<file path="config.mk">
export PLATFORM = sky130hd
export DESIGN_NAME = itl_timer_ctrl
export DESIGN_NICKNAME = d
export VERILOG_FILES = /design/src/verilog/itl_pkg.sv /design/src/verilog/itl_count_core.sv /design/src/verilog/itl_timer_ctrl.sv
export SDC_FILE = /design/constraint.sdc
export NUM_CORES = 1
export LEC_CHECK = 0
export BUFFER_PORTS_ARGS = -buffer_cell sky130_fd_sc_hd__buf_2
export CORE_MARGIN = 2
export CORE_UTILIZATION = 40
export CTS_BUF_LIST = sky130_fd_sc_hd__clkbuf_16
export DETAILED_ROUTE_END_ITERATION = 8
export GPL_TIMING_DRIVEN = 0
export PLACE_DENSITY = 0.66
export SYNTH_ARGS = -nofsm -noshare
export SYNTH_HDL_FRONTEND = slang
export SYNTH_SLANG_ARGS = --single-unit
</file>
<file path="constraint.sdc">
create_clock -name clk_i -period 6.27 [get_ports clk_i]
set_input_delay 1.254 -clock clk_i [delete_from_list [all_inputs] [get_ports clk_i]]
set_output_delay 1.254 -clock clk_i [all_outputs]
set_load 0.005 [all_outputs]
</file>
<file path="src/verilog/itl_pkg.sv">
// ==========================================================
// Interval timer constants
package itl_pkg;

  // ==========================================================
  // I/O port map
  localparam logic [15:0] ADDR_CNT0 = 16'h0040;
  localparam logic [15:0] ADDR_CNT1 = 16'h0041;
  localparam logic [15:0] ADDR_CNT2 = 16'h0042;
  localparam logic [15:0] ADDR_CTRL = 16'h0043;

  // ==========================================================
  // Setup word fields
  localparam int CW_SEL_HI  = 7;
  localparam int CW_SEL_LO  = 6;
  localparam int CW_RW_HI   = 5;
  localparam int CW_RW_LO   = 4;
  localparam int CW_MODE_HI = 3;
  localparam int CW_MODE_LO = 1;
  localparam int CW_BCD     = 0;
  localparam int RB_CNT_N   = 5;
  localparam int RB_STAT_N  = 4;
  localparam int RB_SEL_LO  = 1;
  localparam int NUM_CNT    = 3;

  localparam logic [1:0] SEL_READBACK = 2'h3;
  localparam logic [1:0] RW_LATCH     = 2'h0;
  localparam logic [1:0] RW_LSB       = 2'h1;
  localparam logic [1:0] RW_MSB       = 2'h2;
  localparam logic [1:0] RW_WORD      = 2'h3;

  // ==========================================================
  // Reset values of the per-counter setup (undefined to software)
  localparam logic [1:0]  RW_RST   = 2'h3;
  localparam logic [2:0]  MODE_RST = 3'h0;
  localparam logic [15:0] CNT_ONE  = 16'h0001;
  localparam logic [15:0] CNT_TWO  = 16'h0002;
  localparam logic [3:0]  BCD_NINE = 4'h9;
  localparam logic [3:0]  BCD_ZERO = 4'h0;

  typedef enum logic [2:0] {
    MODE0 = 3'b000,
    MODE1 = 3'b001,
    MODE2 = 3'b010,
    MODE3 = 3'b011,
    MODE4 = 3'b100,
    MODE5 = 3'b101
  } itl_mode_t;

endpackage

</file>
<file path="src/verilog/itl_count_core.sv">
`timescale 1ns/1ps
`default_nettype none
// One counting element with the six counting modes
module itl_count_core (
  // Clock and reset
  input  wire logic               clk_i,
  input  wire logic               srst_i,
  // Count timebase and gate
  input  wire logic               tick_i,
  input  wire logic               gate_i,
  // Setup from the control side
  input  wire logic               cw_wr_i,
  input  wire itl_pkg::itl_mode_t mode_i,
  input  wire logic               bcd_i,
  input  wire logic               cr_load_i,
  input  wire logic [15:0]        cr_i,
  // State
  output logic      [15:0]        ce_o,
  output logic                    out_o,
  output logic                    null_o
);

  logic [15:0] ce_ff;
  logic [15:0] cr_ff;
  logic        out_ff;
  logic        null_ff;
  logic        pend_ff;
  logic        run_ff;
  logic        crok_ff;
  logic        gate_q_ff;
  logic        trig_ff;
  logic        at_one;
  logic        at_two;

  // Zero stands for the largest count, so it wraps to FFFF or 9999
  function automatic logic [15:0] dec1(input logic [15:0] v, input logic bcd);
    logic [15:0] r;
    logic        br;
    r  = v;
    br = 1'b1;
    if (!bcd) begin
      r = v - itl_pkg::CNT_ONE;
    end else begin
      for (int d = 0; d < 4; d++) begin
        if (br) begin
          if (v[d*4 +: 4] == itl_pkg::BCD_ZERO) begin
            r[d*4 +: 4] = itl_pkg::BCD_NINE;
          end else begin
            r[d*4 +: 4] = v[d*4 +: 4] - 4'h1;
            br = 1'b0;
          end
        end
      end
    end
    return r;
  endfunction

  assign at_one = (ce_ff == itl_pkg::CNT_ONE);
  assign at_two = (ce_ff == itl_pkg::CNT_TWO);
  assign ce_o   = ce_ff;
  assign out_o  = out_ff;
  assign null_o = null_ff;

  // ==========================================================
  // Gate edge, held until the next count tick
  always_ff @(posedge clk_i) begin
    if (srst_i) begin
      // Gate idles high, so a high gate after reset is no false trigger
      gate_q_ff <= 1'b1;
      trig_ff   <= 1'b0;
    end else begin
      gate_q_ff <= gate_i;
      if (gate_i && !gate_q_ff) begin
        trig_ff <= 1'b1;
      end else if (tick_i) begin
        trig_ff <= 1'b0;
      end
    end
  end

  // ==========================================================
  // Count register and counting element
  always_ff @(posedge clk_i) begin
    if (srst_i) begin
      ce_ff   <= 16'h0000;
      cr_ff   <= 16'h0000;
      out_ff  <= 1'b0;
      null_ff <= 1'b1;
      pend_ff <= 1'b0;
      run_ff  <= 1'b0;
      crok_ff <= 1'b0;
    end else if (cw_wr_i) begin
      out_ff  <= (mode_i != itl_pkg::MODE0);
      null_ff <= 1'b1;
      pend_ff <= 1'b0;
      run_ff  <= 1'b0;
      crok_ff <= 1'b0;
    end else if (cr_load_i) begin
      // A new count is taken any time; the mode decides when it lands
      cr_ff   <= cr_i;
      pend_ff <= 1'b1;
      null_ff <= 1'b1;
      crok_ff <= 1'b1;
      if (mode_i == itl_pkg::MODE0) begin
        out_ff <= 1'b0;
      end
    end else if (tick_i) begin
      case (mode_i)
        itl_pkg::MODE0, itl_pkg::MODE4: begin
          if (pend_ff) begin
            ce_ff   <= cr_ff;
            pend_ff <= 1'b0;
            null_ff <= 1'b0;
            run_ff  <= 1'b1;
            out_ff  <= (mode_i == itl_pkg::MODE4);
          end else if (gate_i && run_ff) begin
            ce_ff <= dec1(ce_ff, bcd_i);
            if (mode_i == itl_pkg::MODE0) begin
              if (at_one) out_ff <= 1'b1;
            end else begin
              out_ff <= !at_one;
              if (at_one) run_ff <= 1'b0;
            end
          end else begin
            out_ff <= out_ff | (mode_i == itl_pkg::MODE4);
          end
        end
        itl_pkg::MODE1, itl_pkg::MODE5: begin
          if (trig_ff && crok_ff) begin
            ce_ff   <= cr_ff;
            pend_ff <= 1'b0;
            null_ff <= 1'b0;
            run_ff  <= 1'b1;
            out_ff  <= (mode_i == itl_pkg::MODE5);
          end else if (run_ff) begin
            ce_ff <= dec1(ce_ff, bcd_i);
            if (at_one) run_ff <= 1'b0;
            if (mode_i == itl_pkg::MODE1) begin
              if (at_one) out_ff <= 1'b1;
            end else begin
              out_ff <= !at_one;
            end
          end else begin
            out_ff <= out_ff | (mode_i == itl_pkg::MODE5);
          end
        end
        default: begin
          // Modes 2 and 3: periodic reload, gate low forces output high
          if ((pend_ff && !run_ff) || (trig_ff && crok_ff)) begin
            ce_ff   <= cr_ff;
            pend_ff <= 1'b0;
            null_ff <= 1'b0;
            run_ff  <= 1'b1;
            out_ff  <= 1'b1;
          end else if (!gate_i) begin
            out_ff <= 1'b1;
          end else if (run_ff) begin
            if (mode_i == itl_pkg::MODE2) begin
              if (at_one) begin
                ce_ff   <= cr_ff;
                pend_ff <= 1'b0;
                null_ff <= 1'b0;
                out_ff  <= 1'b1;
              end else begin
                ce_ff  <= dec1(ce_ff, bcd_i);
                out_ff <= !at_two;
              end
            end else if (at_one || at_two) begin
              ce_ff   <= cr_ff;
              pend_ff <= 1'b0;
              null_ff <= 1'b0;
              out_ff  <= !out_ff;
            end else begin
              ce_ff <= dec1(dec1(ce_ff, bcd_i), bcd_i);
            end
          end
        end
      endcase
    end
  end

endmodule
`default_nettype wire

</file>
<file path="src/verilog/itl_timer_ctrl.sv">
`timescale 1ns/1ps
`default_nettype none
// How it works
// - Top bits pick counter or read back
// - Bits 5:4 pick latch or byte order
// - Bits 3:1 pick one of six modes
// - Bit 0 picks binary or BCD counting
// - New count accepted any time after setup
// - Reset drives all timer outputs low
// - Counter ports 40h-42h, setup word 43h
// - Reachable from both ISA and PCI
// - Read back bits 3:1 select counters
// - Both latch bits low latch count and status
// - Latched count frozen until read out
// - Latched status held until port read
// - Status first, then count, then live
// - Latch command freezes selected counter count
// - Repeated latch before read is ignored
// - Second latched byte survives other accesses
// - Status byte: out, null, rw, mode, bcd
// - Counters drive timer, refresh, speaker
module itl_timer_ctrl (
  // Clock and reset (reset is the PCI-side reset)
  input  wire logic        clk_i,
  input  wire logic        srst_i,
  // ISA I/O cycles
  input  wire logic        isa_wr_i,
  input  wire logic        isa_rd_i,
  input  wire logic [15:0] isa_addr_i,
  input  wire logic [7:0]  isa_wdata_i,
  // PCI I/O cycles
  input  wire logic        pci_wr_i,
  input  wire logic        pci_rd_i,
  input  wire logic [15:0] pci_addr_i,
  input  wire logic [7:0]  pci_wdata_i,
  // Read answer
  output logic      [7:0]  rdata_o,
  output logic             rvalid_o,
  output logic             hit_o,
  // Counter timebase and gates
  input  wire logic        tick_i,
  input  wire logic [2:0]  gate_i,
  input  wire logic        speaker_data_en_i,
  // Timer outputs
  output logic      [2:0]  cnt_out_o,
  output logic             system_timer_interrupt_o,
  output logic             refresh_req_o,
  output logic             speaker_tone_out_o,
  output logic             port61_bit5_o
);

  localparam int N = itl_pkg::NUM_CNT;

  // ==========================================================
  // Bus merge: PCI wins a same-cycle collision
  logic        use_pci;
  logic        bus_wr;
  logic        bus_rd;
  logic [15:0] bus_addr;
  logic [7:0]  bus_wdata;
  logic        hit_ctrl;
  logic [N-1:0] hit_cnt;

  assign use_pci   = pci_wr_i | pci_rd_i;
  assign bus_wr    = use_pci ? pci_wr_i : isa_wr_i;
  assign bus_rd    = use_pci ? pci_rd_i : isa_rd_i;
  assign bus_addr  = use_pci ? pci_addr_i : isa_addr_i;
  assign bus_wdata = use_pci ? pci_wdata_i : isa_wdata_i;

  always_comb begin
    hit_ctrl = 1'b0;
    hit_cnt  = '0;
    if (bus_addr == itl_pkg::ADDR_CNT0) begin
      hit_cnt[0] = 1'b1;
    end else if (bus_addr == itl_pkg::ADDR_CNT1) begin
      hit_cnt[1] = 1'b1;
    end else if (bus_addr == itl_pkg::ADDR_CNT2) begin
      hit_cnt[2] = 1'b1;
    end else if (bus_addr == itl_pkg::ADDR_CTRL) begin
      hit_ctrl = 1'b1;
    end
  end
  assign hit_o = (|hit_cnt) | hit_ctrl;

  // ==========================================================
  // Setup word decode
  logic       cw_wr;
  logic [1:0] cw_sel;
  logic [1:0] cw_rw;
  logic       is_readback;
  logic       is_latch;
  logic       rb_cnt;
  logic       rb_stat;
  logic [N-1:0] rb_mask;

  assign cw_wr       = bus_wr & hit_ctrl;
  assign cw_sel      = bus_wdata[itl_pkg::CW_SEL_HI:itl_pkg::CW_SEL_LO];
  assign cw_rw       = bus_wdata[itl_pkg::CW_RW_HI:itl_pkg::CW_RW_LO];
  assign is_readback = (cw_sel == itl_pkg::SEL_READBACK);
  assign is_latch    = !is_readback && (cw_rw == itl_pkg::RW_LATCH);
  // Active-low latch selects; bit 0 is not looked at
  assign rb_cnt      = !bus_wdata[itl_pkg::RB_CNT_N];
  assign rb_stat     = !bus_wdata[itl_pkg::RB_STAT_N];
  assign rb_mask     = bus_wdata[itl_pkg::RB_SEL_LO +: N];

  // Mode field: x10 and x11 fold onto modes 2 and 3
  function automatic itl_pkg::itl_mode_t fold_mode(input logic [2:0] m);
    return itl_pkg::itl_mode_t'(m[1] ? {1'b0, m[1:0]} : m);
  endfunction

  // ==========================================================
  // Per-counter control, latches and read path
  logic [7:0]  rd_byte [N];
  logic [N-1:0] out_w;
  logic         rd_hit;

  assign rd_hit = bus_rd & hit_o;

  for (genvar i = 0; i < N; i++) begin : g_cnt
    logic [1:0]  rw_ff;
    logic [2:0]  mode_ff;
    logic        bcd_ff;
    logic        wr_msb_ff;
    logic        rd_msb_ff;
    logic [7:0]  lsb_ff;
    logic [15:0] ol_ff;
    logic        ol_ok_ff;
    logic [7:0]  st_ff;
    logic        st_ok_ff;
    logic        my_cw;
    logic        my_wr;
    logic        my_rd;
    logic        do_latch;
    logic        do_stat;
    logic        cr_load;
    logic [15:0] cr_val;
    logic [15:0] ce;
    logic        nul;
    logic [15:0] src;
    logic        last_byte;
    logic [7:0]  rd_sel;

    assign my_cw = cw_wr && !is_readback && !is_latch && (cw_sel == 2'(i));
    assign my_wr = bus_wr & hit_cnt[i];
    assign my_rd = bus_rd & hit_cnt[i];
    assign do_latch = cw_wr && ((is_latch && (cw_sel == 2'(i)))
                      || (is_readback && rb_mask[i] && rb_cnt));
    assign do_stat  = cw_wr && is_readback && rb_mask[i] && rb_stat;

    // Setup word fields, kept as written for the status byte
    always_ff @(posedge clk_i) begin
      if (srst_i) begin
        rw_ff   <= itl_pkg::RW_RST;
        mode_ff <= itl_pkg::MODE_RST;
        bcd_ff  <= 1'b0;
      end else if (my_cw) begin
        rw_ff   <= cw_rw;
        mode_ff <= bus_wdata[itl_pkg::CW_MODE_HI:itl_pkg::CW_MODE_LO];
        bcd_ff  <= bus_wdata[itl_pkg::CW_BCD];
      end
    end

    // Count write: word access needs both bytes before loading
    always_comb begin
      cr_load = 1'b0;
      cr_val  = 16'h0000;
      if (my_wr) begin
        case (rw_ff)
          itl_pkg::RW_LSB: begin
            cr_load = 1'b1;
            cr_val  = {8'h00, bus_wdata};
          end
          itl_pkg::RW_MSB: begin
            cr_load = 1'b1;
            cr_val  = {bus_wdata, 8'h00};
          end
          default: begin
            cr_load = wr_msb_ff;
            cr_val  = {bus_wdata, lsb_ff};
          end
        endcase
      end
    end

    always_ff @(posedge clk_i) begin
      if (srst_i || my_cw) begin
        wr_msb_ff <= 1'b0;
        lsb_ff    <= 8'h00;
      end else if (my_wr && (rw_ff == itl_pkg::RW_WORD)) begin
        wr_msb_ff <= !wr_msb_ff;
        lsb_ff    <= bus_wdata;
      end
    end

    // Count latch: first latch wins until fully read out
    assign last_byte = (rw_ff != itl_pkg::RW_WORD) || rd_msb_ff;
    always_ff @(posedge clk_i) begin
      if (srst_i || my_cw) begin
        ol_ff    <= 16'h0000;
        ol_ok_ff <= 1'b0;
      end else if (do_latch && !ol_ok_ff) begin
        ol_ff    <= ce;
        ol_ok_ff <= 1'b1;
      end else if (my_rd && !st_ok_ff && last_byte) begin
        ol_ok_ff <= 1'b0;
      end
    end

    // Status latch: held until the port is read
    always_ff @(posedge clk_i) begin
      if (srst_i || my_cw) begin
        st_ff    <= 8'h00;
        st_ok_ff <= 1'b0;
      end else if (do_stat && !st_ok_ff) begin
        st_ff    <= {out_w[i], nul, rw_ff, mode_ff, bcd_ff};
        st_ok_ff <= 1'b1;
      end else if (my_rd) begin
        st_ok_ff <= 1'b0;
      end
    end

    // Byte pointer survives accesses to other counters
    always_ff @(posedge clk_i) begin
      if (srst_i || my_cw) begin
        rd_msb_ff <= 1'b0;
      end else if (my_rd && !st_ok_ff && (rw_ff == itl_pkg::RW_WORD)) begin
        rd_msb_ff <= !rd_msb_ff;
      end
    end

    // Status first, then latched count, then live count
    assign src = ol_ok_ff ? ol_ff : ce;
    always_comb begin
      if (st_ok_ff) begin
        rd_sel = st_ff;
      end else if ((rw_ff == itl_pkg::RW_MSB) || ((rw_ff == itl_pkg::RW_WORD) && rd_msb_ff)) begin
        rd_sel = src[15:8];
      end else begin
        rd_sel = src[7:0];
      end
    end
    assign rd_byte[i] = rd_sel;

    itl_count_core u_core (
      .clk_i     (clk_i),
      .srst_i    (srst_i),
      .tick_i    (tick_i),
      .gate_i    (gate_i[i]),
      .cw_wr_i   (my_cw),
      .mode_i    (fold_mode(mode_ff)),
      .bcd_i     (bcd_ff),
      .cr_load_i (cr_load),
      .cr_i      (cr_val),
      .ce_o      (ce),
      .out_o     (out_w[i]),
      .null_o    (nul)
    );
  end

  // ==========================================================
  // Read data register; the write-only setup word reads as zero
  always_ff @(posedge clk_i) begin
    if (srst_i) begin
      rdata_o  <= 8'h00;
      rvalid_o <= 1'b0;
    end else begin
      rvalid_o <= rd_hit;
      if (rd_hit) begin
        if (hit_cnt[0]) begin
          rdata_o <= rd_byte[0];
        end else if (hit_cnt[1]) begin
          rdata_o <= rd_byte[1];
        end else if (hit_cnt[2]) begin
          rdata_o <= rd_byte[2];
        end else begin
          rdata_o <= 8'h00;
        end
      end
    end
  end

  // ==========================================================
  // System outputs; refresh request is one pulse per rising out1
  logic out1_q_ff;
  always_ff @(posedge clk_i) begin
    if (srst_i) begin
      out1_q_ff          <= 1'b0;
      refresh_req_o      <= 1'b0;
      speaker_tone_out_o <= 1'b0;
    end else begin
      out1_q_ff          <= out_w[1];
      refresh_req_o      <= out_w[1] && !out1_q_ff;
      speaker_tone_out_o <= out_w[2] && speaker_data_en_i;
    end
  end

  assign cnt_out_o                = out_w;
  assign system_timer_interrupt_o = out_w[0];
  assign port61_bit5_o            = out_w[2];

endmodule
`default_nettype wire

</file>
==> impl_summary.md <==
Outcome
The run finished with clean final reports.

Die
In this run the standard cell core region covers 0.0444 mm2. The floorplan step defined a die boundary enclosing 0.0468 mm2. The number of placed I/O pins is 76. From bottom edge to top edge, the die measures 216 um. The chip width is 216 um. For this configuration, the core starts out at a cell density of 0.406. In this run the core area contains 77 standard-cell rows.

Logic synthesis
The synthesized netlist cell count is 2419. Counting flops with a built-in enable in the synthesized netlist gives 0. For this run, the register share of the synthesized area comes to 0.283.

The share of synthesized area in the top cell type comes to 0.283. The number of nets handed over by synthesis was between 2000 and 3000. By instance count, the leading cell after synthesis is nor2_1.

The post-synthesis sequential element count is between 200 and 300. The fraction of synthesis flops using an asynchronous set or reset pin is 0. After synthesis, the cell types taking the most area are dfxtp_1, nor2_1, a21oi_1, mux2i_1, clkbuf_1. By count the netlist is led by nor2_1, dfxtp_1, a21oi_1, clkbuf_1, nand2_1. Yosys printed 0 warnings.

Each instance of the synthesized netlist takes up on average 7.46 um2. The cell area that synthesis handed to floorplanning was 0.0181 mm2. The commonest register cell after synthesis is dfxtp_1. The most area-hungry cell type in the Yosys netlist is dfxtp_1. After synthesis, the netlist uses 85 different library cells.

Setup path
For this design, the slowest cell found on the critical path is a2111oi_0. The startpoint-to-endpoint class of the critical path is reg2reg. For the worst setup path, the data arrival time is 5.09 ns. The critical path goes through clkbuf_1 -> inv_1 -> ha_1 -> and2_1 -> clkbuf_1 -> o21ai_0 -> o22ai_1 -> and4_1 -> nand2_1 -> nor3_1 -> a2111oi_0 -> a2111o_1 -> a31oi_1.

The launch point of the critical path is g_cnt[1].u_core.ce_o[0]. The endpoint identified for the worst register-to-register timing path is g_cnt[1].u_core.ce_o[13]. The dominant delay contributor by cell family on the critical path is compound AO/OA/AOI/OAI gates. The worst register-to-register path has a setup slack of between 1.5 and 2 ns.

The top fanout value on the critical path is 10. The reg-to-reg critical path startpoint is g_cnt[1].u_core.ce_o[0]. STA classifies the critical path endpoint as a register. Data on the critical path is required at its endpoint by 6.67 ns. The critical path's most frequent cell is clkbuf_1. The critical path contains buffers and inverters numbering 3 combined.

The delay of the slowest critical-path stage is just under 0.7 ns. The length in cells of the worst reg-to-reg path is 13. The worst setup path is launched from a register.

Timing
The worst path in the final design needs a cycle of about 4.7 ns, including I/O delays and setup. At the pin with the least slew margin, the transition time is between 1 and 1.5 ns. The part of the cycle the worst path needs is 0.748. Clock skew on the completed layout was measured at 0.0233 ns. Derived from the worst setup path, the maximum achievable clock frequency is 213 MHz. Setup repair after global routing left no endpoint under its margin. The accumulated negative setup slack is 0 ns. The final number of max-transition violations was 0. The hold violation count in the final report is 0. The number of endpoints failing setup at the final stage is 0.

The headroom to the max-slew limit is 0.0887.

Global routing
In the global route stage, overall resource usage came out at 0.303. met2 is the most crowded layer. The number of antenna violations at the first check in global routing came to 1. The global routing met2 resource utilization is 0.483. The via count of the first global-routing pass is ~19000. The total congestion overflow is 0.

The met3 track demand over resource is 0.0497. The largest net degree at the start of global routing is 16. The met1 usage is 0.390. The first global-routing pass estimated 112000 um of wire.

Clock network
TritonCTS built the clock tree. The number of buffers added to fix hold violations after cts is 0. TritonCTS created 28 clock buffers. The total number of H-tree levels is 1. CTS saw between 200 and 300 sinks. In this run the deepest clock path goes through 3 buffers. In this run the post-CTS setup repair buffer count came out at 0.

CTS placed an instance of clkbuf_16 at the clock tree root. Clock-pin slew was measured on the worst setup and hold paths at 0.06 ns. The source-to-sink clock delay at the later pin of the worst-skew pair is between 0.5 and 0.6 ns. The post-cts sizing count is 0.

Drt
For this run, design rule violations remaining after detail routing come to 0. The count of nets left with antenna violations once routing finished came out at 0. The routed wirelength normalized by instance count is 23.3 um.

The number of iterations in the first detailed-routing pass is 6. Using the TritonRoute via totals, the vias-per-cell ratio works out to 6.36. The final layout contains routed wiring with a total length of 73100 um. After the first detailed-routing iteration, the DRC count stood at around 2100.

For this block, the via count after detailed routing is roughly 20000.

Finish
The share of cells above drive strength 1 is 0.0931. The count of filler cells inserted in the layout is 4511. The final layout contains 2607 nets.

From synthesis to final layout, the design area changed by 11.5%. The post-layout instance count excluding filler cells is 3139.

Power
Of the total power, the clock network draws 0.492. The net switching power figure is 0.853 mW. The analysis attributes to cell leakage a power of about 7.5 nW. Of the total power, combinational logic draws 0.044. Across the VDD grid, the largest voltage drop is 0.214 mV. Cell internal power was estimated by the tool at 2.64 mW. For this design the ratio of total power to cell area is 174 mW/mm2. Of the total power, the share spent switching nets is 0.244. The share of total power dissipated in sequential elements is 0.464.

Placed design
The number of port buffers is 73. The half-perimeter wire length after detailed placement is 55200 um. The last weighted congestion value of the routability-driven placer is 1.01. The number of placed cells counting well taps is 3086.

Run
The tool flagged a number of max-cap violations equal to 0.

Min path
In this run the most critical hold path is launched from out1_q_ff. The worst hold path terminates at refresh_req_o. The worst hold path belongs to the class reg2reg.

The instance count along the most critical hold path is 1.
## sequential cells by signal, summed over array words and instances (netlist names), 6 cells and up
register / cells
rdata_o: 8
g_cnt.mode_ff: 9
g_cnt.rw_ff: 6
g_cnt.lsb_ff: 24
g_cnt.u_core.ce_o: 48
g_cnt.u_core.cr_ff: 48
g_cnt.ol_ff: 48
g_cnt.st_ff: 24
## per-stage QoR
step	cell area (um2)	setup WS (ns)	power, mW	hold slack [ns]	utilization
final	20100	1.58	3.49	0.383	0.453
after global routing	20100	1.29	3.57	0.392	0.453
after CTS	20100	1.77	3.50	0.387	0.453
after floorplan	18100	2.31	1.72	0.367	-
after detailed placement	19200	1.28	1.81	0.378	0.432
after global placement	19200	1.28	1.80	0.372	0.431
## power groups by stage
stage               combinational (mW)  sequential (mW)  clock (mW)
finish                           0.153             1.62        1.72
global route                     0.158             1.62        1.79
CTS                              0.148             1.62        1.73
detailed placement               0.148             1.66           0
global placement                 0.144             1.66           0
floorplan                       0.0648             1.66           0
## layer usage
layer	up-vias	routed length, um
met1	9466	29100
li1	9077	-
met5	-	13
met3	266	6950
met2	1164	32400
met4	2	4550
## area by class of cell
| type | instances | area [um2] | share of cell area |
|---|---|---|---|
| clock inverters | 24 | 244 | 0.0121 |
| clock buffers | 28 | 701 | 0.0348 |
| repair buffers | 75 | 388 | 0.0193 |
| diodes | 1 | 2.50 | 0.000124 |
| multi-input cells | 1893 | 11900 | 0.590 |
| inverters | 54 | 203 | 0.0101 |
| well taps | 592 | 741 | 0.0368 |
| plain buffers | 217 | 873 | 0.0434 |
| flip-flops and latches | 255 | 5100 | 0.254 |
## placed cells by master, fill, tap and decap left out, types with 22 or more instances in the layout
| cell type | n |
|---|---|
| nor3_1 | 93 |
| nand2_1 | 166 |
| a21oi_1 | 220 |
| and2_1 | 24 |
| xnor2_1 | 47 |
| o21ai_0 | 116 |
| o211ai_1 | 31 |
| o31ai_1 | 22 |
| nor4_1 | 34 |
| inv_1 | 56 |
| ha_1 | 24 |
| mux4_2 | 24 |
| mux2i_1 | 96 |
| a211oi_1 | 66 |
| nor2_1 | 396 |
| clkbuf_1 | 180 |
| buf_2 | 87 |
| nand3_1 | 43 |
| a31oi_1 | 31 |
| dfxtp_1 | 255 |
| xor2_1 | 29 |
| a22oi_1 | 36 |
| nand4_1 | 24 |
| mux2_2 | 27 |
| clkbuf_16 | 28 |
## logic make-up (layout without fill, tap and decap cells)
logic type / after synthesis / after routing / synth area share
muxes: 149 / 149 / 0.101
adders and majority gates: 24 / 24 / 0.0166
other: 0 / 1 / 0
DFF: 255 / 255 / 0.283
and+or+nand+nor: 926 / 926 / 0.242
AOI/OAI and AO/OA: 718 / 718 / 0.261
xor gates and xnor gates: 76 / 76 / 0.0369
buffers and inverters: 271 / 398 / 0.0596
## worst max path at each step
stage | slack, ns | cells past startpoint | end
CTS | 1.77 | 13 | g_cnt[1].u_core.ce_o[13]
floorplan | 2.31 | 11 | g_cnt[1].u_core.ce_o[11]
global placement | 1.28 | 13 | g_cnt[2].u_core.ce_o[13]
finish | 1.58 | 13 | g_cnt[1].u_core.ce_o[13]
detailed placement | 1.28 | 13 | g_cnt[2].u_core.ce_o[13]
global route | 1.29 | 13 | g_cnt[1].u_core.ce_o[13]
Note: power is estimated with default switching activity, not from simulation.
